**src/can_mode_cfg.svh**
```systemverilog
// constants of the operating-mode controller
// assumes inclusion by bare name from the package and design modules
`ifndef CAN_MODE_CFG_SVH
`define CAN_MODE_CFG_SVH
`define REQ_MODE_MSB 10
`define REQ_MODE_LSB 8
`define CUR_MODE_MSB 7
`define CUR_MODE_LSB 5
`define MODE_NORMAL 3'h0
`define MODE_DISABLE 3'h1
`define MODE_LISTEN_ALL 3'h7
`define MODE_INIT_DEFAULT 3'h4
`define MODE_LISTEN_ONLY_DEFAULT 3'h3
`define MODE_LOOPBACK_DEFAULT 3'h2
`define IDLE_BITS 4'hb
`define CFG_GROUPS 5
`endif

```
**src/can_mode_pkg.sv**
```systemverilog
// types of the operating-mode controller
// assumes can_mode_cfg.svh is on the include path
`include "can_mode_cfg.svh"
package can_mode_pkg;
	typedef enum logic [2:0] {
		ST_INIT,
		ST_DISABLE,
		ST_NORMAL,
		ST_LISTEN_ONLY,
		ST_LISTEN_ALL,
		ST_LOOPBACK
	} mode_e;
	typedef logic [2:0] code_t;
endpackage

```
**src/can_idle_detect.sv**
```systemverilog
// bus-idle detector: counts consecutive recessive sampled bits
// assumes BIT_TICK is a one-cycle pulse at the bit sample point
`timescale 1ns/1ps
`include "can_mode_cfg.svh"
module can_idle_detect (
	input wire logic CLK,
	input wire logic RST,
	input wire logic BIT_TICK,
	input wire logic RX_BIT,
	output logic IDLE
);
	typedef struct packed {
		logic [3:0] run;
		logic idle;
	} idle_s;
	idle_s q, next_q;
	always_comb begin
		next_q = q;
		if (BIT_TICK) begin
			if (!RX_BIT) begin
				next_q.run = 4'h0;
				next_q.idle = 1'b0;
			end else if (q.run != `IDLE_BITS) begin
				next_q.run = q.run + 4'h1;
				next_q.idle = (q.run + 4'h1) == `IDLE_BITS;
			end
		end
	end
	always_ff @(posedge CLK) begin
		if (RST) begin
			q <= '0;
		end else begin
			q <= next_q;
		end
	end
	assign IDLE = q.idle;
	idle_after_run_a: assert property (@(posedge CLK) disable iff (RST)
		(BIT_TICK && !RX_BIT) |=> !IDLE) else $error("idle held after dominant bit");
endmodule

```
**src/can_operating_mode_control.sv**
```systemverilog
// operating-mode controller: requested vs current mode, idle-gated switching
// assumes bit tick, tx status and engine error from the bit engine on CLK;
// the rx pin itself is synchronised here
`timescale 1ns/1ps
`include "can_mode_cfg.svh"
// What this block does
// - software asks for a mode through the three-bit requested-mode field, bits 10 to 8 of control register 1.
// - the mode in force shows in the current-mode field, bits 7 to 5, which software polls.
// - mode and current-mode field change only after 11 consecutive recessive bits of bus idle.
// - six modes exist and exactly one is active at any time.
// - in initialization mode no frame is sent or received.
// - in initialization mode the error counters are cleared and interrupt flags are untouched.
// - configuration writes are ignored outside initialization mode.
// - initialization is entered only after any transmission in progress has finished.
// - the lock covers module control, baud and interrupt config, bus timing, filter and mask groups.
// - code 001 is disable mode, taken after 11 recessive bits, and frees the pins.
// - code 000 is normal mode with the transmit and receive pins in full use.
// - code 111 is listen-all mode: errors are ignored and partial data is kept for software.
// - disable requested during the initial idle wait cancels the pending transmission, aborting it.
module can_operating_mode_control #(
	parameter can_mode_pkg::code_t INIT_CODE = `MODE_INIT_DEFAULT,
	parameter can_mode_pkg::code_t LISTEN_ONLY_CODE = `MODE_LISTEN_ONLY_DEFAULT,
	parameter can_mode_pkg::code_t LOOPBACK_CODE = `MODE_LOOPBACK_DEFAULT
) (
	input wire logic CLK,
	input wire logic RST,
	input wire logic [15:0] CTRL1_WDATA,
	input wire logic CTRL1_WE,
	output logic [15:0] CTRL1_RDATA,
	input wire logic [`CFG_GROUPS-1:0] CFG_WE,
	output logic [`CFG_GROUPS-1:0] CFG_WE_OK,
	input wire logic BIT_TICK,
	input wire logic RX_PIN,
	input wire logic TX_BUSY,
	input wire logic TX_PENDING,
	input wire logic ENGINE_ERROR,
	output logic REQ_UNSUPPORTED,
	output logic TX_ENABLE,
	output logic RX_ENABLE,
	output logic PINS_OWNED,
	output logic LOOPBACK,
	output logic ERROR_FRAMES_OFF,
	output logic ERR_CNT_CLEAR,
	output logic KEEP_PARTIAL_RX,
	output logic TX_ABORT,
	output logic tx_aborted_flag,
	output logic tx_request_clear
);
	typedef struct packed {
		logic [1:0] rx_sync;
		can_mode_pkg::code_t requested_mode_field;
		can_mode_pkg::mode_e mode;
		logic pend_wait;
		logic aborted;
		logic abort_pulse;
	} state_s;
	state_s q, next_q;
	logic bus_idle;
	can_mode_pkg::mode_e req_mode;
	logic req_ok;

	function automatic can_mode_pkg::code_t mode_code(input can_mode_pkg::mode_e m);
		unique case (m)
			can_mode_pkg::ST_INIT: mode_code = INIT_CODE;
			can_mode_pkg::ST_DISABLE: mode_code = `MODE_DISABLE;
			can_mode_pkg::ST_NORMAL: mode_code = `MODE_NORMAL;
			can_mode_pkg::ST_LISTEN_ONLY: mode_code = LISTEN_ONLY_CODE;
			can_mode_pkg::ST_LISTEN_ALL: mode_code = `MODE_LISTEN_ALL;
			can_mode_pkg::ST_LOOPBACK: mode_code = LOOPBACK_CODE;
			default: mode_code = INIT_CODE;
		endcase
	endfunction

	can_idle_detect idle_det (
		.CLK(CLK),
		.RST(RST),
		.BIT_TICK(BIT_TICK),
		.RX_BIT(q.rx_sync[1]),
		.IDLE(bus_idle)
	);

	// decode of requested code to mode; unlisted codes refused
	always_comb begin
		req_ok = 1'b1;
		req_mode = can_mode_pkg::ST_INIT;
		if (q.requested_mode_field == `MODE_NORMAL) begin
			req_mode = can_mode_pkg::ST_NORMAL;
		end else if (q.requested_mode_field == `MODE_DISABLE) begin
			req_mode = can_mode_pkg::ST_DISABLE;
		end else if (q.requested_mode_field == `MODE_LISTEN_ALL) begin
			req_mode = can_mode_pkg::ST_LISTEN_ALL;
		end else if (q.requested_mode_field == INIT_CODE) begin
			req_mode = can_mode_pkg::ST_INIT;
		end else if (q.requested_mode_field == LISTEN_ONLY_CODE) begin
			req_mode = can_mode_pkg::ST_LISTEN_ONLY;
		end else if (q.requested_mode_field == LOOPBACK_CODE) begin
			req_mode = can_mode_pkg::ST_LOOPBACK;
		end else begin
			req_ok = 1'b0;
		end
	end

	always_comb begin
		next_q = q;
		next_q.rx_sync = {q.rx_sync[0], RX_PIN};
		next_q.abort_pulse = 1'b0;
		if (CTRL1_WE) begin
			next_q.requested_mode_field = CTRL1_WDATA[`REQ_MODE_MSB:`REQ_MODE_LSB];
		end
		// transmission still waiting out its idle run after mode entry
		if (TX_PENDING && !TX_BUSY && !bus_idle && q.mode != can_mode_pkg::ST_INIT) begin
			next_q.pend_wait = 1'b1;
		end else begin
			next_q.pend_wait = 1'b0;
		end
		// abort repeats while the engine holds its request; the clear pulse drops it
		if (q.pend_wait && req_ok && req_mode == can_mode_pkg::ST_DISABLE && !bus_idle) begin
			next_q.aborted = 1'b1;
			next_q.abort_pulse = 1'b1;
			next_q.pend_wait = 1'b0;
		end
		// one mode register, switched only on idle bus
		// a busy transmitter holds off every switch, init included
		if (req_ok && req_mode != q.mode && bus_idle && !TX_BUSY) begin
			next_q.mode = req_mode;
		end
		if (CTRL1_WE && !CTRL1_WDATA[`REQ_MODE_MSB]) begin
			next_q.aborted = next_q.abort_pulse;
		end
	end

	// rx sync resets recessive so no false dominant bit follows reset
	always_ff @(posedge CLK) begin
		if (RST) begin
			q.rx_sync <= 2'h3;
			q.requested_mode_field <= `MODE_INIT_DEFAULT;
			q.mode <= can_mode_pkg::ST_INIT;
			q.pend_wait <= 1'b0;
			q.aborted <= 1'b0;
			q.abort_pulse <= 1'b0;
		end else begin
			q <= next_q;
		end
	end

	logic in_init;
	assign in_init = q.mode == can_mode_pkg::ST_INIT;

	always_comb begin
		CTRL1_RDATA = 16'h0000;
		CTRL1_RDATA[`REQ_MODE_MSB:`REQ_MODE_LSB] = q.requested_mode_field;
		CTRL1_RDATA[`CUR_MODE_MSB:`CUR_MODE_LSB] = mode_code(q.mode);
	end

	// all five lockable groups gated alike
	genvar g;
	generate
		for (g = 0; g < `CFG_GROUPS; g++) begin : lock_gen
			assign CFG_WE_OK[g] = CFG_WE[g] && in_init;
			grp_lock_a: assert property (@(posedge CLK) disable iff (RST)
				CFG_WE_OK[g] |-> CFG_WE[g] && in_init) else $error("group write passed outside init");
		end
	endgenerate

	assign REQ_UNSUPPORTED = !req_ok;
	assign TX_ENABLE = q.mode == can_mode_pkg::ST_NORMAL || q.mode == can_mode_pkg::ST_LOOPBACK;
	assign RX_ENABLE = !in_init && q.mode != can_mode_pkg::ST_DISABLE;
	assign PINS_OWNED = q.mode == can_mode_pkg::ST_NORMAL || q.mode == can_mode_pkg::ST_LISTEN_ONLY
		|| q.mode == can_mode_pkg::ST_LISTEN_ALL;
	assign LOOPBACK = q.mode == can_mode_pkg::ST_LOOPBACK;
	assign ERROR_FRAMES_OFF = q.mode == can_mode_pkg::ST_LISTEN_ONLY || q.mode == can_mode_pkg::ST_LISTEN_ALL;
	assign KEEP_PARTIAL_RX = q.mode == can_mode_pkg::ST_LISTEN_ALL && ENGINE_ERROR;
	assign ERR_CNT_CLEAR = in_init;
	assign TX_ABORT = q.abort_pulse;
	assign tx_request_clear = q.abort_pulse;
	assign tx_aborted_flag = q.aborted;

	// rule checks on the mode register and what it drives
	mode_hold_a: assert property (@(posedge CLK) disable iff (RST)
		(q.mode != $past(q.mode)) |-> $past(bus_idle)) else $error("mode changed without idle bus");
	field_hold_a: assert property (@(posedge CLK) disable iff (RST)
		!$past(bus_idle) |-> $stable(CTRL1_RDATA[7:5])) else $error("current mode field moved on busy bus");
	one_mode_a: assert property (@(posedge CLK) disable iff (RST)
		q.mode inside {can_mode_pkg::ST_INIT, can_mode_pkg::ST_DISABLE, can_mode_pkg::ST_NORMAL,
		can_mode_pkg::ST_LISTEN_ONLY, can_mode_pkg::ST_LISTEN_ALL, can_mode_pkg::ST_LOOPBACK})
		else $error("mode outside the six");
	init_no_tx_a: assert property (@(posedge CLK) disable iff (RST)
		in_init |-> !TX_ENABLE && !RX_ENABLE) else $error("traffic in init mode");
	init_pins_a: assert property (@(posedge CLK) disable iff (RST)
		in_init |-> !PINS_OWNED && !LOOPBACK) else $error("bus path open in init mode");
	init_clear_a: assert property (@(posedge CLK) disable iff (RST)
		ERR_CNT_CLEAR == (CTRL1_RDATA[7:5] == INIT_CODE)) else $error("counter clear out of step with init");
	cfg_lock_a: assert property (@(posedge CLK) disable iff (RST)
		(CFG_WE != 5'h00 && !in_init) |-> CFG_WE_OK == 5'h00) else $error("config write outside init");
	init_after_tx_a: assert property (@(posedge CLK) disable iff (RST)
		($past(TX_BUSY) && !$past(in_init)) |-> !in_init) else $error("init entered during tx");
	busy_hold_a: assert property (@(posedge CLK) disable iff (RST)
		TX_BUSY |=> q.mode == $past(q.mode)) else $error("mode switched during tx");
	disable_code_a: assert property (@(posedge CLK) disable iff (RST)
		q.mode == can_mode_pkg::ST_DISABLE |-> CTRL1_RDATA[7:5] == 3'h1 && !PINS_OWNED) else $error("disable code");
	disable_quiet_a: assert property (@(posedge CLK) disable iff (RST)
		q.mode == can_mode_pkg::ST_DISABLE |-> !TX_ENABLE && !RX_ENABLE && !LOOPBACK)
		else $error("traffic in disable mode");
	normal_pins_a: assert property (@(posedge CLK) disable iff (RST)
		q.mode == can_mode_pkg::ST_NORMAL |-> TX_ENABLE && RX_ENABLE && PINS_OWNED) else $error("normal pins");
	keep_partial_a: assert property (@(posedge CLK) disable iff (RST)
		(q.mode == can_mode_pkg::ST_LISTEN_ALL && ENGINE_ERROR) |-> KEEP_PARTIAL_RX && ERROR_FRAMES_OFF)
		else $error("listen-all lost partial data");
	abort_pair_a: assert property (@(posedge CLK) disable iff (RST)
		TX_ABORT |-> tx_request_clear && tx_aborted_flag) else $error("abort without flags");
	abort_wait_a: assert property (@(posedge CLK) disable iff (RST)
		TX_ABORT |-> $past(q.pend_wait) && !$past(bus_idle)) else $error("abort outside idle wait");
	abort_sticky_a: assert property (@(posedge CLK) disable iff (RST)
		(tx_aborted_flag && !(CTRL1_WE && !CTRL1_WDATA[`REQ_MODE_MSB])) |=> tx_aborted_flag)
		else $error("abort flag dropped");
	bad_code_a: assert property (@(posedge CLK) disable iff (RST)
		REQ_UNSUPPORTED |=> q.mode == $past(q.mode)) else $error("unsupported code switched mode");
	write_req_a: assert property (@(posedge CLK) disable iff (RST)
		CTRL1_WE |=> CTRL1_RDATA[10:8] == $past(CTRL1_WDATA[10:8])) else $error("request not stored");

	enter_normal_c: cover property (@(posedge CLK) disable iff (RST) in_init ##1 q.mode == can_mode_pkg::ST_NORMAL);
	enter_disable_c: cover property (@(posedge CLK) disable iff (RST) q.mode == can_mode_pkg::ST_DISABLE);
	abort_c: cover property (@(posedge CLK) disable iff (RST) TX_ABORT);
	loopback_c: cover property (@(posedge CLK) disable iff (RST) LOOPBACK);
	keep_partial_c: cover property (@(posedge CLK) disable iff (RST) KEEP_PARTIAL_RX);
endmodule

```
**config.mk**
```make
export PLATFORM = sky130hd
export DESIGN_NAME = can_operating_mode_control
export DESIGN_NICKNAME = d
export VERILOG_FILES = /design/src/can_mode_pkg.sv /design/src/can_idle_detect.sv /design/src/can_operating_mode_control.sv
export VERILOG_INCLUDE_DIRS = /design/src
export SDC_FILE = /design/constraint.sdc
export NUM_CORES = 1
export LEC_CHECK = 0
export BUFFER_PORTS_ARGS = -buffer_cell sky130_fd_sc_hd__buf_4
export CAP_MARGIN = 20
export CORE_UTILIZATION = 30
export CTS_CLUSTER_DIAMETER = 50
export DETAILED_ROUTE_END_ITERATION = 6
export PLACE_DENSITY = 0.67
export SLEW_MARGIN = 20
export SYNTH_ARGS = -nofsm -noshare
export SYNTH_HDL_FRONTEND = slang
export SYNTH_SLANG_ARGS = --single-unit
```
**constraint.sdc**
```tcl
create_clock -name CLK -period 1.7 [get_ports CLK]
set_input_delay 0.085 -clock CLK [delete_from_list [all_inputs] [get_ports CLK]]
set_output_delay 0.085 -clock CLK [all_outputs]
set_load 0.01 [all_outputs]
```
==> key figures <==
Outcome
  – Status: finished clean

STA
  – RSZ-0062 raised after global routing: false
  – Fin. Hold Viols: 0
  – Tcrit/Tclk final: 0.9344
  – Setup WS post-layout: 0.1115 ns
  – Layout Skew: 0.001264 ns
  – Max frequency: 629.5 MHz
  – Final setup fails: 0
  – Setup TNS: 0 ns
  – Max Slew Vio Count: 0
  – Post-layout min period: 1.589 ns

Clock network
  – Worst-Skew Late Latency: 0.28 ns
  – Clk root buf: clkbuf_4
  – Post-CTS setup buffer count: 0
  – Clk pin slew, worst setup/hold paths: around 0.090 ns
  – Clock buffer depth: 2
  – CTS tree: yes
  – H-tree depth: 1
  – CTS Buf Count: 3
  – Clock Sinks: 16

Place
  – GP Congestion: ~0.74
  – Port Buffers: 37
  – Dpl cell area: 1311 um^2
  – DP Wirelength: ~1500 um
  – Setup WS pre-CTS: between 0.1 and 0.15 ns

Detailed routing
  – DR iter-0 viols: 37
  – Total routed wirelength: 2074 um
  – Via count: 918
  – Avg Vias per Cell: 4.310
  – Avg WL per Cell: 9.737 um
  – Antenna viol nets, final: 0
  – Residual DRC: 0
  – Drt pass-1 iters: 4

Pwr
  – PwrDens: 561.3 nW/um^2
  – Leak: around 0.00062 uW
  – Sw power: 194.4 uW
  – Peak VDD IR: 0.0005018 V
  – Clock network power share: 0.320
  – P_int: 582.4 uW
  – Switching share of power: 0.2502
  – Total power: 776.8 uW
  – Sequential share of power: 0.519
  – Logic pwr share: 0.161

Critical path
  – CP Launch Type: flip-flop
  – Critical Path AT: 1.81 ns
  – Worst Path Required: roughly 1.9 ns
  – Reg-to-reg setup timing slack: approximately 0.11 ns
  – Crit Path Class: flip-flop to flip-flop
  – Top delay family on crit path: simple AND/OR/NAND/NOR gates
  – CP max-delay cell: or4_1
  – Worst r2r src: idle_det.q[1]$_SDFFE_PP0P_
  – Worst Path Buf+Inv: 0
  – R2R Path End: idle_det.IDLE$_SDFFE_PP0P_
  – Critical path capture point type: flip-flop
  – R2R depth: 5
  – CP Max Fanout: 8
  – CP max stage delay: 0.51 ns
  – Crit-path cells: ha_1, nand2_1, o31ai_4, or4_1, a21oi_1

Worst hold path
  – Hold worst-path end: CTRL1_RDATA[9]$_SDFFE_PP0P_
  – HP Start: CTRL1_WDATA[9]
  – Hold Path Class: input pin to flip-flop
  – Hold Path Cell Cnt: 3

Logic synthesis
  – Post-synthesis register bit count: 16
  – Async S/R FF share, synth: 0
  – Syn Inst Count: 135
  – Area share of the largest cell type after synthesis: 0.2936
  – Number of synthesized flops with an enable pin: 0
  – Cell area after synthesis: around 1100 um^2
  – Most frequent cell after synthesis: dfxtp_1
  – Post-synthesis sequential area ratio: 0.2936
  – Area leader, netlist: dfxtp_1
  – Synth Flop Type: dfxtp_1
  – Synthesis Warnings: 0
  – Post-synth cell types: 39
  – Synth cell count leaders: dfxtp_1 (16), buf_4 (15), nor2_1 (11)
  – Avg Inst Size Synth: 8.082 um^2
  – Area contributors post-synth: dfxtp_1 (29%), buf_4 (10%), ha_1 (5.7%), a21oi_1 (4.1%), nor2_1 (3.8%)

Finish
  – FF/Latch Area: 322.8 um^2
  – Finished Cell Area: 1384 um^2
  – Layout area overhead: 26.84%
  – Multi-input combinational cell area: 639.4 um^2
  – Diodes inserted: 0
  – Share of cells above drive strength 1: 0.3174
  – FILL cells: 377
  – # nets final: 202

Floorplanning
  – Die Width: 62.31 um
  – Die height: 62.31 um
  – Die ar.: 3882 um^2
  – Starting density of the core: 0.3194
  – Core box area: 3416 um^2
  – Row count: 21
  – Ports: roughly 60

GRT
  – Antenna violations before repair: 0
  – Pin count of the biggest net entering global routing: 18
  – Total global routing overflow: 0
  – Number of global-route vias before repair: ~770
  – Tot GR Track Use: 0.1038
  – First-pass GRT wire length: 3325 um

Flow run
  – Max-cap check violation count: 0
[cells by family (layout without fill, tap and decap cells)]
family,count (synthesis),in the layout,synth area share
buffers and inverters,28,51,0.1640
AOI/OAI and AO/OA,18,18,0.1055
adders and majority gates,5,5,0.05734
and+or+nand+nor,60,60,0.3142
muxes,4,4,0.03784
other,1,10,0.003437
DFF,16,16,0.2936
xor gates and xnor gates,3,3,0.02409
[how the worst max path moves through the flow]
stage / slack, ns / startpoint / cells past startpoint / to
6_report: 0.11 / idle_det.q[1]$_SDFFE_PP0P_ / 5 / idle_det.IDLE$_SDFFE_PP0P_
5_1_grt: 0.0008 / CTRL1_RDATA[10]$_SDFFE_PP1P_ / 5 / q[3]$_SDFFE_PP0P_
4_1_cts: 0.04 / q[5]$_SDFFE_PP0P_ / 5 / CTRL1_RDATA[5]
3_5_place_dp: 0.11 / idle_det.q[1]$_SDFFE_PP0P_ / 6 / idle_det.q[4]$_SDFFE_PP0P_
3_3_place_gp: 0.15 / idle_det.q[1]$_SDFFE_PP0P_ / 6 / idle_det.q[4]$_SDFFE_PP0P_
2_1_floorplan: 0.26 / idle_det.q[1]$_SDFFE_PP0P_ / 5 / idle_det.IDLE$_SDFFE_PP0P_
[power by group through the flow]
| stage | clock [uW] | combinational (uW) | sequential [uW] |
|---|---|---|---|
| 2_1_floorplan | 0 | 103 | 400 |
| 5_1_grt | 275 | 137 | 406 |
| 4_1_cts | 259 | 122 | 403 |
| 3_5_place_dp | 0 | 120 | 412 |
| 6_report | 249 | 125 | 403 |
| 3_3_place_gp | 0 | 119 | 411 |
[metal layers]
metal	up-vias	routed length, um	GRT usage
li1	490	-	-
met1	399	953	0.1196
met2	29	1014	0.1909
met3	0	106	0.03493
met4	0	0	0.008721
met5	-	0	0
[per-stage QoR]
step           hold WS (ns)  cells    util
2_1_floorplan        0.1541    144       -
3_3_place_gp         0.2709    207  0.3839
3_5_place_dp         0.2734    207  0.3839
4_1_cts            0.002031    212  0.3993
5_1_grt             0.03879    213  0.4051
6_report            0.03912    213  0.4051
[sequential cells by signal (all words and copies together) (netlist names)]
name,flops
q,5
idle_det.q,4
CTRL1_RDATA,3
TX_ABORT,1
idle_det.IDLE,1
next_q,1
tx_aborted_flag,1
[repair_timing]
action,CTS,global route
hold endpoints to repair,1,1
gates resized for setup,2,2
pin swaps,0,0
hold buffers,1,1
endpoints found under the setup margin,6,5
[layout by cell type, fill, tap and decap left out, drive strengths merged, types with 6 or more instances in the layout]
master	instances
conb	10
dfxtp	16
a21oi	9
nor3	6
nand2	9
and2	6
nor2	11
buf	37
inv	8
[final cells by class]
type,count,area share
timing repair buffer,39,0.2152
multi-input combinational,100,0.4620
clock buffer,4,0.02622
inverter,8,0.02170
sequential,16,0.2333
tap,46,0.04159
[worst min-delay path: cells and delay by family]
kind,cells,cell delay [ns]
buffers and inverters,1,0.08
muxes,1,0.06
and+or+nand+nor,1,0.07
No activity file was read; power rests on OpenSTA's default activity.
